--- src/hdl/cscr_pkg.sv ---
/*
 core system control register set: offsets, field positions, reset values, command codes.
 assumes a single 8-bit register port driven by the core's instruction stream.
*/
package cscr_pkg;
   localparam logic [7:0] OFS_INT_CTRL    = 8'he6;
   localparam logic [7:0] OFS_FLAGS       = 8'he7;
   localparam logic [7:0] OFS_PTR_ZERO    = 8'he8;
   localparam logic [7:0] OFS_PTR_ONE     = 8'he9;
   localparam logic [7:0] RST_INT_CTRL    = 8'h87;
   localparam logic [7:0] RST_FLAGS       = 8'h00;
   localparam logic [7:0] RST_PTR         = 8'h00;
   localparam int         IC_RSVD_BIT     = 7;
   localparam int         IC_PEND_BIT     = 6;
   localparam int         IC_GATE_BIT     = 5;
   localparam int         IC_GEN_BIT      = 4;
   localparam int         IC_ARB_BIT      = 3;
   localparam int         FL_C_BIT        = 7;
   localparam int         FL_Z_BIT        = 6;
   localparam int         FL_S_BIT        = 5;
   localparam int         FL_V_BIT        = 4;
   localparam int         FL_BCD_BIT      = 3;
   localparam int         FL_H_BIT        = 2;
   localparam int         FL_RSVD_BIT     = 1;
   localparam int         FL_DSP_BIT      = 0;
   localparam int         PTR_MODE_BIT    = 2;
   localparam int         NEST_DEPTH      = 7;
   // core commands on cmd_i
   typedef enum logic [3:0] {
      CSCR_NOP, CSCR_SET_C, CSCR_CLR_C, CSCR_CPL_C, CSCR_SDM, CSCR_SPM,
      CSCR_UNMASK, CSCR_MASK_ALL, CSCR_SRP, CSCR_SET_LOW_TWIN, CSCR_SET_HIGH_TWIN
   } cscr_cmd_t;
endpackage : cscr_pkg

--- src/hdl/cscr_core.sv ---
/*
 core system control registers: interrupt control, status flags, working-register pointers.
 assumes strobes are one cycle and never together; alu results arrive with alu_upd_i.
*/
// The implementer's own choice: the plain strobed port.
`timescale 1ns/1ps
`default_nettype none
module cscr_core (
   input  wire logic        clock_i,
   input  wire logic        sys_rst_i,
   input  wire logic [7:0]  addr_i,
   input  wire logic [7:0]  wdata_i,
   input  wire logic        wr_i,
   input  wire logic        rd_i,
   output logic      [7:0]  rdata_o,
   input  wire logic [3:0]  cmd_i,
   input  wire logic [4:0]  cmd_block_i,
   input  wire logic        top_irq_req_i,
   input  wire logic        top_irq_mask_i,
   input  wire logic        irq_ack_i,
   input  wire logic [2:0]  irq_ack_level_i,
   input  wire logic        irq_ret_i,
   input  wire logic        src_irq_req_i,
   input  wire logic [2:0]  src_irq_level_i,
   input  wire logic        alu_upd_i,
   input  wire logic        alu_word_i,
   input  wire logic        alu_sub_i,
   input  wire logic        alu_bcd_i,
   input  wire logic        alu_carry_upd_i,
   input  wire logic [15:0] alu_a_i,
   input  wire logic [15:0] alu_b_i,
   input  wire logic [15:0] alu_res_i,
   input  wire logic        alu_carry_i,
   input  wire logic [3:0]  wreg_i,
   output logic      [7:0]  wreg_addr_o,
   output logic             top_irq_take_o,
   output logic             src_irq_take_o,
   output logic             nested_mode_o,
   output logic             data_space_o,
   output logic      [2:0]  nesting_save_o,
   output logic             flag_stack_full_o
);
   ////////////////////////////////////////////////////////////////////////////
   logic [7:0] interrupt_ctrl_reg;
   logic       top_irq_pending_ff;
   logic       top_irq_gate_sel_ff;
   logic       irq_global_enable_ff;
   logic       arbitration_mode_sel_ff;
   logic [2:0] cpl_ff;
   logic [7:0] status_flags_reg_ff;
   logic [7:0] pointer_zero_reg_ff;
   logic [7:0] pointer_one_reg_ff;
   logic [7:0] rdata_ff;
   logic [2:0] nesting_save_ff;
   logic [7:0] flag_stack_ff [cscr_pkg::NEST_DEPTH];
   logic [2:0] stack_cnt_ff;
   logic [7:0] nxt_flags;
   logic       gen;
   logic [2:0] cpl;
   logic       wr_ic;
   logic       wr_fl;
   logic       res_zero;
   logic       res_sign;
   logic       a_top;
   logic       b_top;
   logic       b_eff;
   logic       half;
   cscr_pkg::cscr_cmd_t cmd;

   assign cmd   = cscr_pkg::cscr_cmd_t'(cmd_i);
   assign gen   = irq_global_enable_ff;
   assign cpl   = cpl_ff;
   assign wr_ic = wr_i && (addr_i == cscr_pkg::OFS_INT_CTRL);
   assign wr_fl = wr_i && (addr_i == cscr_pkg::OFS_FLAGS);

   ////////////////////////////////////////////////////////////////////////////
   // gating of top level
   assign top_irq_take_o = top_irq_pending_ff && top_irq_mask_i &&
                           (!top_irq_gate_sel_ff || gen);
   assign src_irq_take_o = src_irq_req_i && gen && (src_irq_level_i < cpl);
   assign nested_mode_o  = arbitration_mode_sel_ff;
   assign data_space_o   = status_flags_reg_ff[cscr_pkg::FL_DSP_BIT];
   assign nesting_save_o = nesting_save_ff;
   assign flag_stack_full_o = (stack_cnt_ff == 3'(cscr_pkg::NEST_DEPTH));
   assign rdata_o        = rdata_ff;

   ////////////////////////////////////////////////////////////////////////////
   // interrupt control, one field per process except gate and arbitration selects, which share one
   // reserved bit not stored, reads one
   assign interrupt_ctrl_reg = {1'b1, top_irq_pending_ff, top_irq_gate_sel_ff,
                                irq_global_enable_ff, arbitration_mode_sel_ff, cpl_ff};

   always_ff @(posedge clock_i or posedge sys_rst_i) begin
      if (sys_rst_i) begin
         top_irq_pending_ff <= cscr_pkg::RST_INT_CTRL[cscr_pkg::IC_PEND_BIT];
      end else if (top_irq_req_i) begin
         top_irq_pending_ff <= 1'b1;
      end else if (irq_ack_i && top_irq_take_o) begin
         top_irq_pending_ff <= 1'b0;
      end else if (wr_ic) begin
         // write of one emulates a request
         top_irq_pending_ff <= wdata_i[cscr_pkg::IC_PEND_BIT];
      end
   end

   always_ff @(posedge clock_i or posedge sys_rst_i) begin
      if (sys_rst_i) begin
         top_irq_gate_sel_ff     <= cscr_pkg::RST_INT_CTRL[cscr_pkg::IC_GATE_BIT];
         arbitration_mode_sel_ff <= cscr_pkg::RST_INT_CTRL[cscr_pkg::IC_ARB_BIT];
      end else if (wr_ic) begin
         top_irq_gate_sel_ff     <= wdata_i[cscr_pkg::IC_GATE_BIT];
         arbitration_mode_sel_ff <= wdata_i[cscr_pkg::IC_ARB_BIT];
      end
   end

   // ack and return beat instructions, which beat a write
   // no interlock: software keeps writes safe
   always_ff @(posedge clock_i or posedge sys_rst_i) begin
      if (sys_rst_i) begin
         irq_global_enable_ff <= cscr_pkg::RST_INT_CTRL[cscr_pkg::IC_GEN_BIT];
      end else if (irq_ack_i) begin
         irq_global_enable_ff <= 1'b0;
      end else if (irq_ret_i) begin
         irq_global_enable_ff <= 1'b1;
      end else if (cmd == cscr_pkg::CSCR_UNMASK) begin
         irq_global_enable_ff <= 1'b1;
      end else if (cmd == cscr_pkg::CSCR_MASK_ALL) begin
         irq_global_enable_ff <= 1'b0;
      end else if (wr_ic) begin
         irq_global_enable_ff <= wdata_i[cscr_pkg::IC_GEN_BIT];
      end
   end

   always_ff @(posedge clock_i or posedge sys_rst_i) begin
      if (sys_rst_i) begin
         cpl_ff <= cscr_pkg::RST_INT_CTRL[2:0];
      end else if (irq_ack_i) begin
         cpl_ff <= irq_ack_level_i;
      end else if (irq_ret_i) begin
         cpl_ff <= nesting_save_ff;
      end else if (wr_ic) begin
         cpl_ff <= wdata_i[2:0];
      end
   end

   ////////////////////////////////////////////////////////////////////////////
   // save preempted level; single-entry, outer levels are the controller's job
   always_ff @(posedge clock_i or posedge sys_rst_i) begin
      if (sys_rst_i) begin
         nesting_save_ff <= 3'h7;
      end else if (irq_ack_i) begin
         nesting_save_ff <= cpl;
      end
   end

   ////////////////////////////////////////////////////////////////////////////
   // alu flag terms
   always_comb begin
      res_zero = alu_word_i ? (alu_res_i == 16'h0000) : (alu_res_i[7:0] == 8'h00);
      res_sign = alu_word_i ? alu_res_i[15] : alu_res_i[7];
      a_top    = alu_word_i ? alu_a_i[15] : alu_a_i[7];
      b_top    = alu_word_i ? alu_b_i[15] : alu_b_i[7];
      b_eff    = alu_sub_i ? !b_top : b_top;
      half     = alu_a_i[4] ^ alu_b_i[4] ^ alu_res_i[4];
      nxt_flags = status_flags_reg_ff;
      if (alu_upd_i) begin
         nxt_flags[cscr_pkg::FL_Z_BIT] = res_zero;
         nxt_flags[cscr_pkg::FL_S_BIT] = res_sign;
         nxt_flags[cscr_pkg::FL_V_BIT] = (a_top == b_eff) && (res_sign != a_top);
         if (alu_bcd_i) begin
            nxt_flags[cscr_pkg::FL_BCD_BIT] = alu_sub_i;
            nxt_flags[cscr_pkg::FL_H_BIT]   = half;
         end
      end
      if (alu_carry_upd_i) begin
         nxt_flags[cscr_pkg::FL_C_BIT] = alu_carry_i;
      end
      unique case (cmd)
         cscr_pkg::CSCR_SET_C: nxt_flags[cscr_pkg::FL_C_BIT] = 1'b1;
         cscr_pkg::CSCR_CLR_C: nxt_flags[cscr_pkg::FL_C_BIT] = 1'b0;
         cscr_pkg::CSCR_CPL_C: nxt_flags[cscr_pkg::FL_C_BIT] =
            !status_flags_reg_ff[cscr_pkg::FL_C_BIT];
         cscr_pkg::CSCR_SDM:   nxt_flags[cscr_pkg::FL_DSP_BIT] = 1'b1;
         cscr_pkg::CSCR_SPM:   nxt_flags[cscr_pkg::FL_DSP_BIT] = 1'b0;
         default: ;
      endcase
      if (wr_fl) begin
         nxt_flags = wdata_i;
      end
      if (irq_ret_i && stack_cnt_ff != 3'h0) begin
         nxt_flags = flag_stack_ff[stack_cnt_ff - 3'h1];
      end
      nxt_flags[cscr_pkg::FL_RSVD_BIT] = 1'b0;
   end

   always_ff @(posedge clock_i or posedge sys_rst_i) begin
      if (sys_rst_i) begin
         status_flags_reg_ff <= cscr_pkg::RST_FLAGS;
      end else begin
         status_flags_reg_ff <= nxt_flags;
      end
   end

   ////////////////////////////////////////////////////////////////////////////
   // flag save stack, seven deep
   always_ff @(posedge clock_i or posedge sys_rst_i) begin
      if (sys_rst_i) begin
         stack_cnt_ff <= 3'h0;
      end else if (irq_ack_i && !flag_stack_full_o) begin
         stack_cnt_ff <= stack_cnt_ff + 3'h1;
      end else if (irq_ret_i && stack_cnt_ff != 3'h0) begin
         stack_cnt_ff <= stack_cnt_ff - 3'h1;
      end
   end

   for (genvar i = 0; i < cscr_pkg::NEST_DEPTH; i++) begin : g_stack
      always_ff @(posedge clock_i or posedge sys_rst_i) begin
         if (sys_rst_i) begin
            flag_stack_ff[i] <= cscr_pkg::RST_FLAGS;
         end else if (irq_ack_i && !flag_stack_full_o && stack_cnt_ff == 3'(i)) begin
            flag_stack_ff[i] <= status_flags_reg_ff;
         end
      end
   end

   ////////////////////////////////////////////////////////////////////////////
   // working-register pointer zero
   always_ff @(posedge clock_i or posedge sys_rst_i) begin
      if (sys_rst_i) begin
         pointer_zero_reg_ff <= cscr_pkg::RST_PTR;
      end else begin
         if (wr_i && addr_i == cscr_pkg::OFS_PTR_ZERO) begin
            pointer_zero_reg_ff <= {wdata_i[7:2], 2'b00};
         end
         unique case (cmd)
            cscr_pkg::CSCR_SRP: begin
               pointer_zero_reg_ff <= {cmd_block_i, 3'b000};
            end
            cscr_pkg::CSCR_SET_LOW_TWIN: begin
               pointer_zero_reg_ff <= {cmd_block_i, 3'b100};
            end
            cscr_pkg::CSCR_SET_HIGH_TWIN: begin
               pointer_zero_reg_ff[cscr_pkg::PTR_MODE_BIT] <= 1'b1;
            end
            default: ;
         endcase
      end
   end

   // working-register pointer one, only used in twin mode
   always_ff @(posedge clock_i or posedge sys_rst_i) begin
      if (sys_rst_i) begin
         pointer_one_reg_ff <= cscr_pkg::RST_PTR;
      end else begin
         if (wr_i && addr_i == cscr_pkg::OFS_PTR_ONE) begin
            pointer_one_reg_ff <= {wdata_i[7:2], 2'b00};
         end
         unique case (cmd)
            cscr_pkg::CSCR_SRP: begin
               pointer_one_reg_ff[cscr_pkg::PTR_MODE_BIT] <= 1'b0;
            end
            cscr_pkg::CSCR_SET_LOW_TWIN: begin
               pointer_one_reg_ff[cscr_pkg::PTR_MODE_BIT] <= 1'b1;
            end
            cscr_pkg::CSCR_SET_HIGH_TWIN: begin
               pointer_one_reg_ff <= {cmd_block_i, 3'b100};
            end
            default: ;
         endcase
      end
   end

   ////////////////////////////////////////////////////////////////////////////
   // working register address, registered
   always_ff @(posedge clock_i or posedge sys_rst_i) begin
      if (sys_rst_i) begin
         wreg_addr_o <= 8'h00;
      end else if (pointer_zero_reg_ff[cscr_pkg::PTR_MODE_BIT]) begin
         wreg_addr_o <= wreg_i[3] ? {pointer_one_reg_ff[7:3], wreg_i[2:0]}
                                  : {pointer_zero_reg_ff[7:3], wreg_i[2:0]};
      end else begin
         wreg_addr_o <= {pointer_zero_reg_ff[7:4], wreg_i};
      end
   end

   ////////////////////////////////////////////////////////////////////////////
   // read port; unmapped reads give zero
   always_ff @(posedge clock_i or posedge sys_rst_i) begin
      if (sys_rst_i) begin
         rdata_ff <= 8'h00;
      end else if (rd_i) begin
         unique case (addr_i)
            cscr_pkg::OFS_INT_CTRL: rdata_ff <= interrupt_ctrl_reg;
            cscr_pkg::OFS_FLAGS:    rdata_ff <= status_flags_reg_ff;
            cscr_pkg::OFS_PTR_ZERO: rdata_ff <= pointer_zero_reg_ff;
            cscr_pkg::OFS_PTR_ONE:  rdata_ff <= pointer_one_reg_ff;
            default:                rdata_ff <= 8'h00;
         endcase
      end else begin
         rdata_ff <= 8'h00;
      end
   end
endmodule : cscr_core
`default_nettype wire

--- config.mk ---
export PLATFORM = sky130hd
export DESIGN_NAME = cscr_core
export DESIGN_NICKNAME = d
export VERILOG_FILES = /design/src/hdl/cscr_pkg.sv /design/src/hdl/cscr_core.sv
export SDC_FILE = /design/constraint.sdc
export NUM_CORES = 1
export LEC_CHECK = 0
export BUFFER_PORTS_ARGS = -buffer_cell sky130_fd_sc_hd__buf_2
export CAP_MARGIN = 20
export CORE_ASPECT_RATIO = 0.9
export CORE_MARGIN = 2
export CORE_UTILIZATION = 35
export DETAILED_ROUTE_END_ITERATION = 8
export REMOVE_ABC_BUFFERS = 1
export SLEW_MARGIN = 0
export SYNTH_ARGS = -nofsm -noshare
export SYNTH_HDL_FRONTEND = slang
export SYNTH_SLANG_ARGS = --single-unit
--- constraint.sdc ---
create_clock -name clock_i -period 6.55 [get_ports clock_i]
set_input_delay 0.655 -clock clock_i [delete_from_list [all_inputs] [get_ports clock_i]]
set_output_delay 0.655 -clock clock_i [all_outputs]
set_load 0.05 [all_outputs]
==> results of run 1 <==
final timing paths:
| kind | startpoint | endpoint | slack (ns) | cells after the start |
|---|---|---|---|---|
| worst max-delay path | stack_cnt_ff[0]$_DFFE_PP0P_ | status_flags_reg_ff[7]$_DFFE_PP0P_ | 3.72 | 7 |
| worst min-delay path | sys_rst_i | rdata_o[6]$_DFF_PP0_ | 0.36 | 2 |
| worst max register to register | stack_cnt_ff[0]$_DFFE_PP0P_ | status_flags_reg_ff[7]$_DFFE_PP0P_ | 3.72 | 7 |
| worst min register to register | flag_stack_ff[45]$_DFFE_PP0P_ | flag_stack_ff[45]$_DFFE_PP0P_ | 0.48 | 1 |
| max in group asynchronous | sys_rst_i | flag_stack_ff[0]$_DFFE_PP0P_ | 5.00 | 3 |
| min in group clock_i | wreg_i[2] | wreg_addr_o[2]$_DFF_PP0_ | 0.42 | 1 |
report_power, final:
part | switching [W] | total (W) | internal, W
combinational | 0.000462 | 0.000867 | 0.000405
sequential | 0.000152 | 0.000956 | 0.000804
clock | 0.000226 | 0.000514 | 0.000288
total | 0.000840 | 0.00234 | 0.00150
metal layers:
metal | wire length (µm) | global-route usage, % | vias to the layer above | part of all wire, %
met5 | 0 | 0 | - | 0
met4 | 157 | 4.86 | 0 | 1.4
met3 | 530 | 3.11 | 14 | 4.6
met2 | 5340 | 25.9 | 93 | 46
met1 | 5550 | 23.2 | 1824 | 48
li1 | - | - | 1714 | -
cell families after synthesis:
| logic type | after synthesis | synth area share (%) |
|---|---|---|
| mux | 91 | 22.0 |
| compound gates | 88 | 11.5 |
| buf+inv | 38 | 3.28 |
| flops | 97 | 49.8 |
| xor+xnor | 6 | 1.07 |
| simple gates | 90 | 10.1 |
| fa+ha+maj | 9 | 2.30 |
cells in the final DEF, fill, tap and decap left out, types with 4 or more instances in the layout:
cell,n
inv_2,4
o21ai_1,15
buf_2,95
o211ai_1,6
nor4_1,4
ha_1,9
nor2_1,21
buf_4,6
dfrtp_1,91
a221oi_1,5
mux2_2,7
a21oi_1,27
dfstp_2,6
clkbuf_16,9
nand2_1,31
mux4_2,7
a22oi_1,10
mux2_1,53
o21ai_0,5
a211oi_1,7
mux2i_1,24
inv_1,9
nand4_1,4
flip-flops by register name, summed over array words and instances (netlist names):
register             flops
flag_stack_ff           49
rdata_o                  8
wreg_addr_o              8
status_flags_reg_ff      7
pointer_one_reg_ff       6
pointer_zero_reg_ff      6
cpl                      3
nesting_save_o           3
stack_cnt_ff             3
gen                      1
nested_mode_o            1
top_irq_gate_sel_ff      1
top_irq_pending_ff       1
worst register-to-register path, cell delays in order (launching register included):
cell and delay, ns:
dfrtp_1 0.32, buf_4 0.26, inv_2 0.14, ha_1 0.83, nor2b_1 0.58, a22oi_1 0.21
a211oi_1 0.31, a21o_1 0.12
through the flow:
| step | utilization, % | hold WS, ns | cells | setup slack, ns |
|---|---|---|---|---|
| 5_1_grt | 43.0 | 0.397 | 680 | 3.50 |
| 2_1_floorplan | - | 0.452 | 395 | 3.37 |
| 4_1_cts | 42.9 | 0.381 | 679 | 3.70 |
| 3_5_place_dp | 40.8 | 0.471 | 663 | 3.74 |
| 3_3_place_gp | 40.8 | 0.462 | 663 | 3.75 |
| 6_report | 43.0 | 0.358 | 680 | 3.72 |
final cells by class:
class,instances,area (µm²),area share (%)
Timing Repair Buffer,101,520,8.96
Clock inverter,4,26.3,0.452
Tap cell,168,210,3.62
Inverter,14,53.8,0.927
Multi-Input combinational cell,284,2290,39.5
Sequential cell,97,2430,41.9
Clock buffer,12,267,4.59
==> results.toml, run 1 <==
[worst_setup_path]
startpoint_type = "flip-flop"
critical_path.top_delay_family = "adder cells"
crit_path_end_kind = "flip-flop"
slowest_delay_ns = 0.83
cp.arrival_ns = 3.11
critical_path_buf_inv_count = 2
critical_path.slowest_cell = "ha_1"
critPathKind = "flip-flop to flip-flop"
critical_path_required_ns = 6.84
worstPathCellList = "buf_4 > inv_2 > ha_1 > nor2b_1 > a22oi_1 > a211oi_1 > a21o_1"
cp_max_fo = 17

[detailed_routing]
num_vias = 3645
drt-total-wl_um = 11600
drtPass1Iterations = 5
ant_nets = 0
wl_per_cell_um = 17.0
drt_iter0_markers = 232
drcViolationCount = 0
viasPerCell = 5.36

[cells_and_area]
drive_above_1_share_pct = 28.9
fill_cells = 1286
diodes = 0
area_growth_pct = 18.8
final_area_um2 = 5810
fin_nets = 614

[clock_network]
tritoncts = "built"
worstSkewPairLatency_ns = 0.35
cts_made_buffers = 9
cts_root_buf = "clkbuf_16"
clkTransAtPathRegs_ns = 0.07
cts_setup_buffers = 0
hold_buffers = 0
clockBufferDepth = 2
cts_resized = 0
cts_sinks = 97
cts.htree.levels = 3

[floorplan]
rows = 40
die_area_um2 = 14900
ios = 122
core_um2 = 13500
die_h_um = 116
start_util_pct = 36.2
die_x_um = 129

[placed_design]
gp_congestion = 0.830
dpl.hpwl_um = 8500
portBuffers = 95
placedInstanceArea_um2 = 5510

[yosys]
yosysMostFrequentCell = "dfrtp_1"
yosysTopAreaCell = "dfrtp_1"
synth_edf_count = 0
synth_area_leaders = "dfrtp_1 47%, mux2_1 12%, mux2i_1 4.9%"
yosysWarnings = 0
syn_area_um2 = 4890
seq_area_frac_synth_pct = 49.8
syn_inst = 419
async_flop_share_pct = 100
yosys-top-cells-count = "91 x dfrtp_1, 53 x mux2_1, 31 x nand2_1, 27 x a21oi_1, 24 x mux2i_1"
yosysUniqueCellTypes = 52
synth_seq_cells = 97
synth-main-ff-cell = "dfrtp_1"
synth.top_cell.area_share_pct = 46.6
syn_avg_cell_area_um2 = 11.7

[pwr]
irDropWorstVdd_mv = 0.163
p_per_area_nw_per_um2 = 402
p_leak_nw = 2.69
power_w = 0.00234

[timing]
fin_crit_sh_pct = 43.2
max_freq_mhz = 354
setup_violations = 0
slew_headroom_pct = 35.7
hold_violations = 0
rsz0062_at_grt = "false"
tns_ns = 0
slew_viol_final = 0
fin_crit_ns = 2.83
tightestPinTransition_ns = 0.960
fin_skew_ns = 0.00719

[min_path]
hp-class = "input port to async pin"

[global_route]
grt_pass1_vias = 3677
grt_usage_pct = 16.4
grt_overflow_total = 0
grt_max_degree = 64
antenna_found_initial = 0
grt_pass1_wl_um = 18900

[run_status]
status = "complete, no violations"

[job]
max_cap_violations = 0
No activity file was read; power rests on OpenSTA's default activity.
==> run 2: changes to the inputs <==
--- a/config.mk
+++ b/config.mk
@@ -5,6 +5,7 @@
 export SDC_FILE = /design/constraint.sdc
 export NUM_CORES = 1
 export LEC_CHECK = 0
+export ABC_AREA = 1
 export BUFFER_PORTS_ARGS = -buffer_cell sky130_fd_sc_hd__buf_2
 export CAP_MARGIN = 20
 export CORE_ASPECT_RATIO = 0.9
==> constraint.sdc (replaced) <==
create_clock -name clock_i -period 2.4 [get_ports clock_i]
set_input_delay 0.24 -clock clock_i [delete_from_list [all_inputs] [get_ports clock_i]]
set_output_delay 0.24 -clock clock_i [all_outputs]
set_load 0.05 [all_outputs]
==> run 2 against run 1 <==
The flow now finishes with violations (negative hold slack); die area up 2.5%; setup slack worse by 3.4 ns; hold slack got worse by 0.37 ns; sequential cell count did not move; largest cell class unchanged; sequential power grew to 2.6 times the previous value; synthesized cell count is 50% higher; register-to-register slack worse by 3.4 ns; combinational power increased to 2.9 times the previous value; core utilization increased by 0.24 points; cell count is 36% higher; maximum frequency rose by 33%; sequential share of layout area decreased by 1.7 points.
==> results.toml, run 2 <==
[run_status]
status = "complete, but fails checks"
failed_checks = "negative hold slack"

[yosys]
synth_seq_cells = 97
yosys-top-cells-count = "147 x nand2_1, 91 x dfrtp_1, 90 x o21ai_0, 76 x nor2_1, 52 x inv_1"
synth_edf_count = 0
async_flop_share_pct = 100
yosysWarnings = 0
yosysTopAreaCell = "dfrtp_1"
synthMuxAreaShare_pct = 1.10
synth_top_family_by_area = "simple AND/OR/NAND/NOR gates"
synthXorXnorAreaFrac_pct = 0.698
syn_area_um2 = 5020
seq_area_frac_synth_pct = 48.5
syn_avg_cell_area_um2 = 8.00
yosysMostFrequentCell = "nand2_1"
syn_inst = 627
synthAdderAreaFrac_pct = 2.24
synth_area_leaders = "dfrtp_1 45%, nand2_1 11%, o21ai_0 9.0%"
yosys.area_share.simple_pct = 25.0
synth-main-ff-cell = "dfrtp_1"
synth.top_cell.area_share_pct = 45.4
yosysUniqueCellTypes = 37
synth_compound_area_share_pct = 16.3

[worst_setup_path]
crit_path_end_kind = "flip-flop"
cp_max_fo = 17
startpoint_type = "flip-flop"
cp.arrival_ns = 2.40
critPathKind = "flip-flop to flip-flop"
critical_path_required_ns = 2.68

[detailed_routing]
drt_iter0_markers = 364
num_vias = 4649
ant_nets = 0
drtPass1Iterations = 5
viasPerCell = 5.04
wl_per_cell_um = 15.0
drcViolationCount = 0
drt-total-wl_um = 13900

[cells_and_area]
final_core_util_pct = 43.2
drive_above_1_share_pct = 20.8
final_area_um2 = 6050
fin_nets = 832
top_register = "flag_stack_ff"
largest_reg_flops = 49
final_cell_mix = "147 x nand2_1, 95 x buf_2, 91 x dfrtp_1"
diodes = 0
area_growth_pct = 20.6
final_common_cell = "nand2_1"

[pwr]
p_per_area_nw_per_um2 = 1070
power_w = 0.00650
p_leak_nw = 2.97
irDropWorstVdd_mv = 0.468

[clock_network]
cts.htree.levels = 3
worstSkewPairLatency_ns = 0.35
cts_sinks = 97
tritoncts = "built"
cts_root_buf = "clkbuf_16"
clkTransAtPathRegs_ns = 0.07
cts_setup_buffers = 0
clockBufferDepth = 2
cts_made_buffers = 9

[timing]
fin_crit_sh_pct = 88.3
slew_headroom_pct = 57.4
slew_viol_final = 0
max_freq_mhz = 472
hold_violations = 31
timing.hold.ws_ns = -0.0134
setup_violations = 0
fin_skew_ns = 0.00631
fin_crit_ns = 2.12
tightestPinTransition_ns = 0.639
rsz0062_at_grt = "false"
fin_ws_ns = 0.280

[global_route]
antenna_found_initial = 0
grt_pass1_wl_um = 22800
grt_usage_pct = 19.0
grt_max_degree = 50
grt_pass1_vias = 4516
grt_overflow_total = 0

[min_path]
hp-class = "input port to async pin"

[placed_design]
pre_cts_ws_ns = 0.369
portBuffers = 95
gp_congestion = 0.913
placedInstanceArea_um2 = 5710
dpl.hpwl_um = 10400

[job]
max_cap_violations = 0

[floorplan]
die_h_um = 118
rows = 41
die_area_um2 = 15300
start_util_pct = 35.8
core_um2 = 14000
die_x_um = 130
ios = 122
-- run 2: changes by cell type in the layout (fill, tap and decap cells not counted), moves of 10 or more --
cell     before  now
inv_1         9   51
mux2_1       53    0
nand3_1       3   45
o21ai_0       5   90
a22oi_1      10    0
nand2_1      31  147
mux2i_1      24    1
o21ai_1      15    4
nor2_1       21   76
-- run 2: final timing paths --
| kind | from | to | slack, ns | depth (start not counted) |
|---|---|---|---|---|
| max | stack_cnt_ff[0]$_DFFE_PP0P_ | status_flags_reg_ff[6]$_DFFE_PP0P_ | 0.28 | 9 |
| min | sys_rst_i | flag_stack_ff[23]$_DFFE_PP0P_ | -0.01 | 2 |
| max reg2reg | stack_cnt_ff[0]$_DFFE_PP0P_ | status_flags_reg_ff[6]$_DFFE_PP0P_ | 0.28 | 9 |
| min reg2reg | flag_stack_ff[40]$_DFFE_PP0P_ | flag_stack_ff[40]$_DFFE_PP0P_ | 0.48 | 2 |
| max in group asynchronous | sys_rst_i | pointer_one_reg_ff[6]$_DFFE_PP0P_ | 1.76 | 3 |
| min in group clock_i | top_irq_req_i | top_irq_pending_ff$_DFFE_PP0P_ | 0.09 | 3 |
-- run 2: area by class of cell --
class | instances | area (µm²)
fillers | 1422 | 7950
repair buffers | 106 | 578
multi-input cells | 456 | 2270
flip-flops and latches | 97 | 2430
clock buffers | 12 | 267
clock inverters | 4 | 48.8
well taps | 193 | 241
inverters | 55 | 209
-- run 2: metrics by stage --
stage / setup TNS, ns / cells
floorplan: -33.28 / 608
global placement: 0 / 904
detailed placement: 0 / 904
CTS: 0 / 923
global route: 0 / 923
finish: 0 / 923
-- run 2: metal layers --
metal / GRT usage [%] / share of wire, % / wire (µm) / up-vias
met3: 3.73 / 4.9 / 682 / 17
met4: 5.65 / 1.5 / 212 / 0
met2: 28.3 / 45 / 6210 / 136
met5: 0 / 0 / 0 / -
met1: 27.9 / 49 / 6790 / 2226
li1: - / - / - / 2270
-- run 2: repair_timing --
action / 4_1_cts / 5_1_grt
hold buffers: 3 / 0
resized for setup: 0 / 0
hold endpoints to repair: 3 / 0
-- run 2: critical path, cell delays in order, from the launching register on --
cell     delay [ns]
dfrtp_1        0.41
inv_1          0.28
ha_1           0.32
inv_2          0.29
nand2_1        0.10
o21ai_0        0.31
nand2_1        0.09
nand2_1        0.07
nor2_1         0.04
a21oi_1        0.13
-- run 2: report_power, final --
part	internal, W	switching [W]	leakage, nW
clock	0.000893	0.000623	0.159
combinational	0.000807	0.00167	1.61
sequential	0.00217	0.000328	1.20
-- run 2: cell families (layout without fill, tap and decap cells) --
| kind of cell | count (synthesis) | after routing |
|---|---|---|
| buffers and inverters | 74 | 177 |
| DFF | 97 | 97 |
| xor gates and xnor gates | 4 | 4 |
| muxes | 5 | 5 |
| and+or+nand+nor | 289 | 289 |
| AOI/OAI and AO/OA | 149 | 149 |
| adders and majority gates | 9 | 9 |
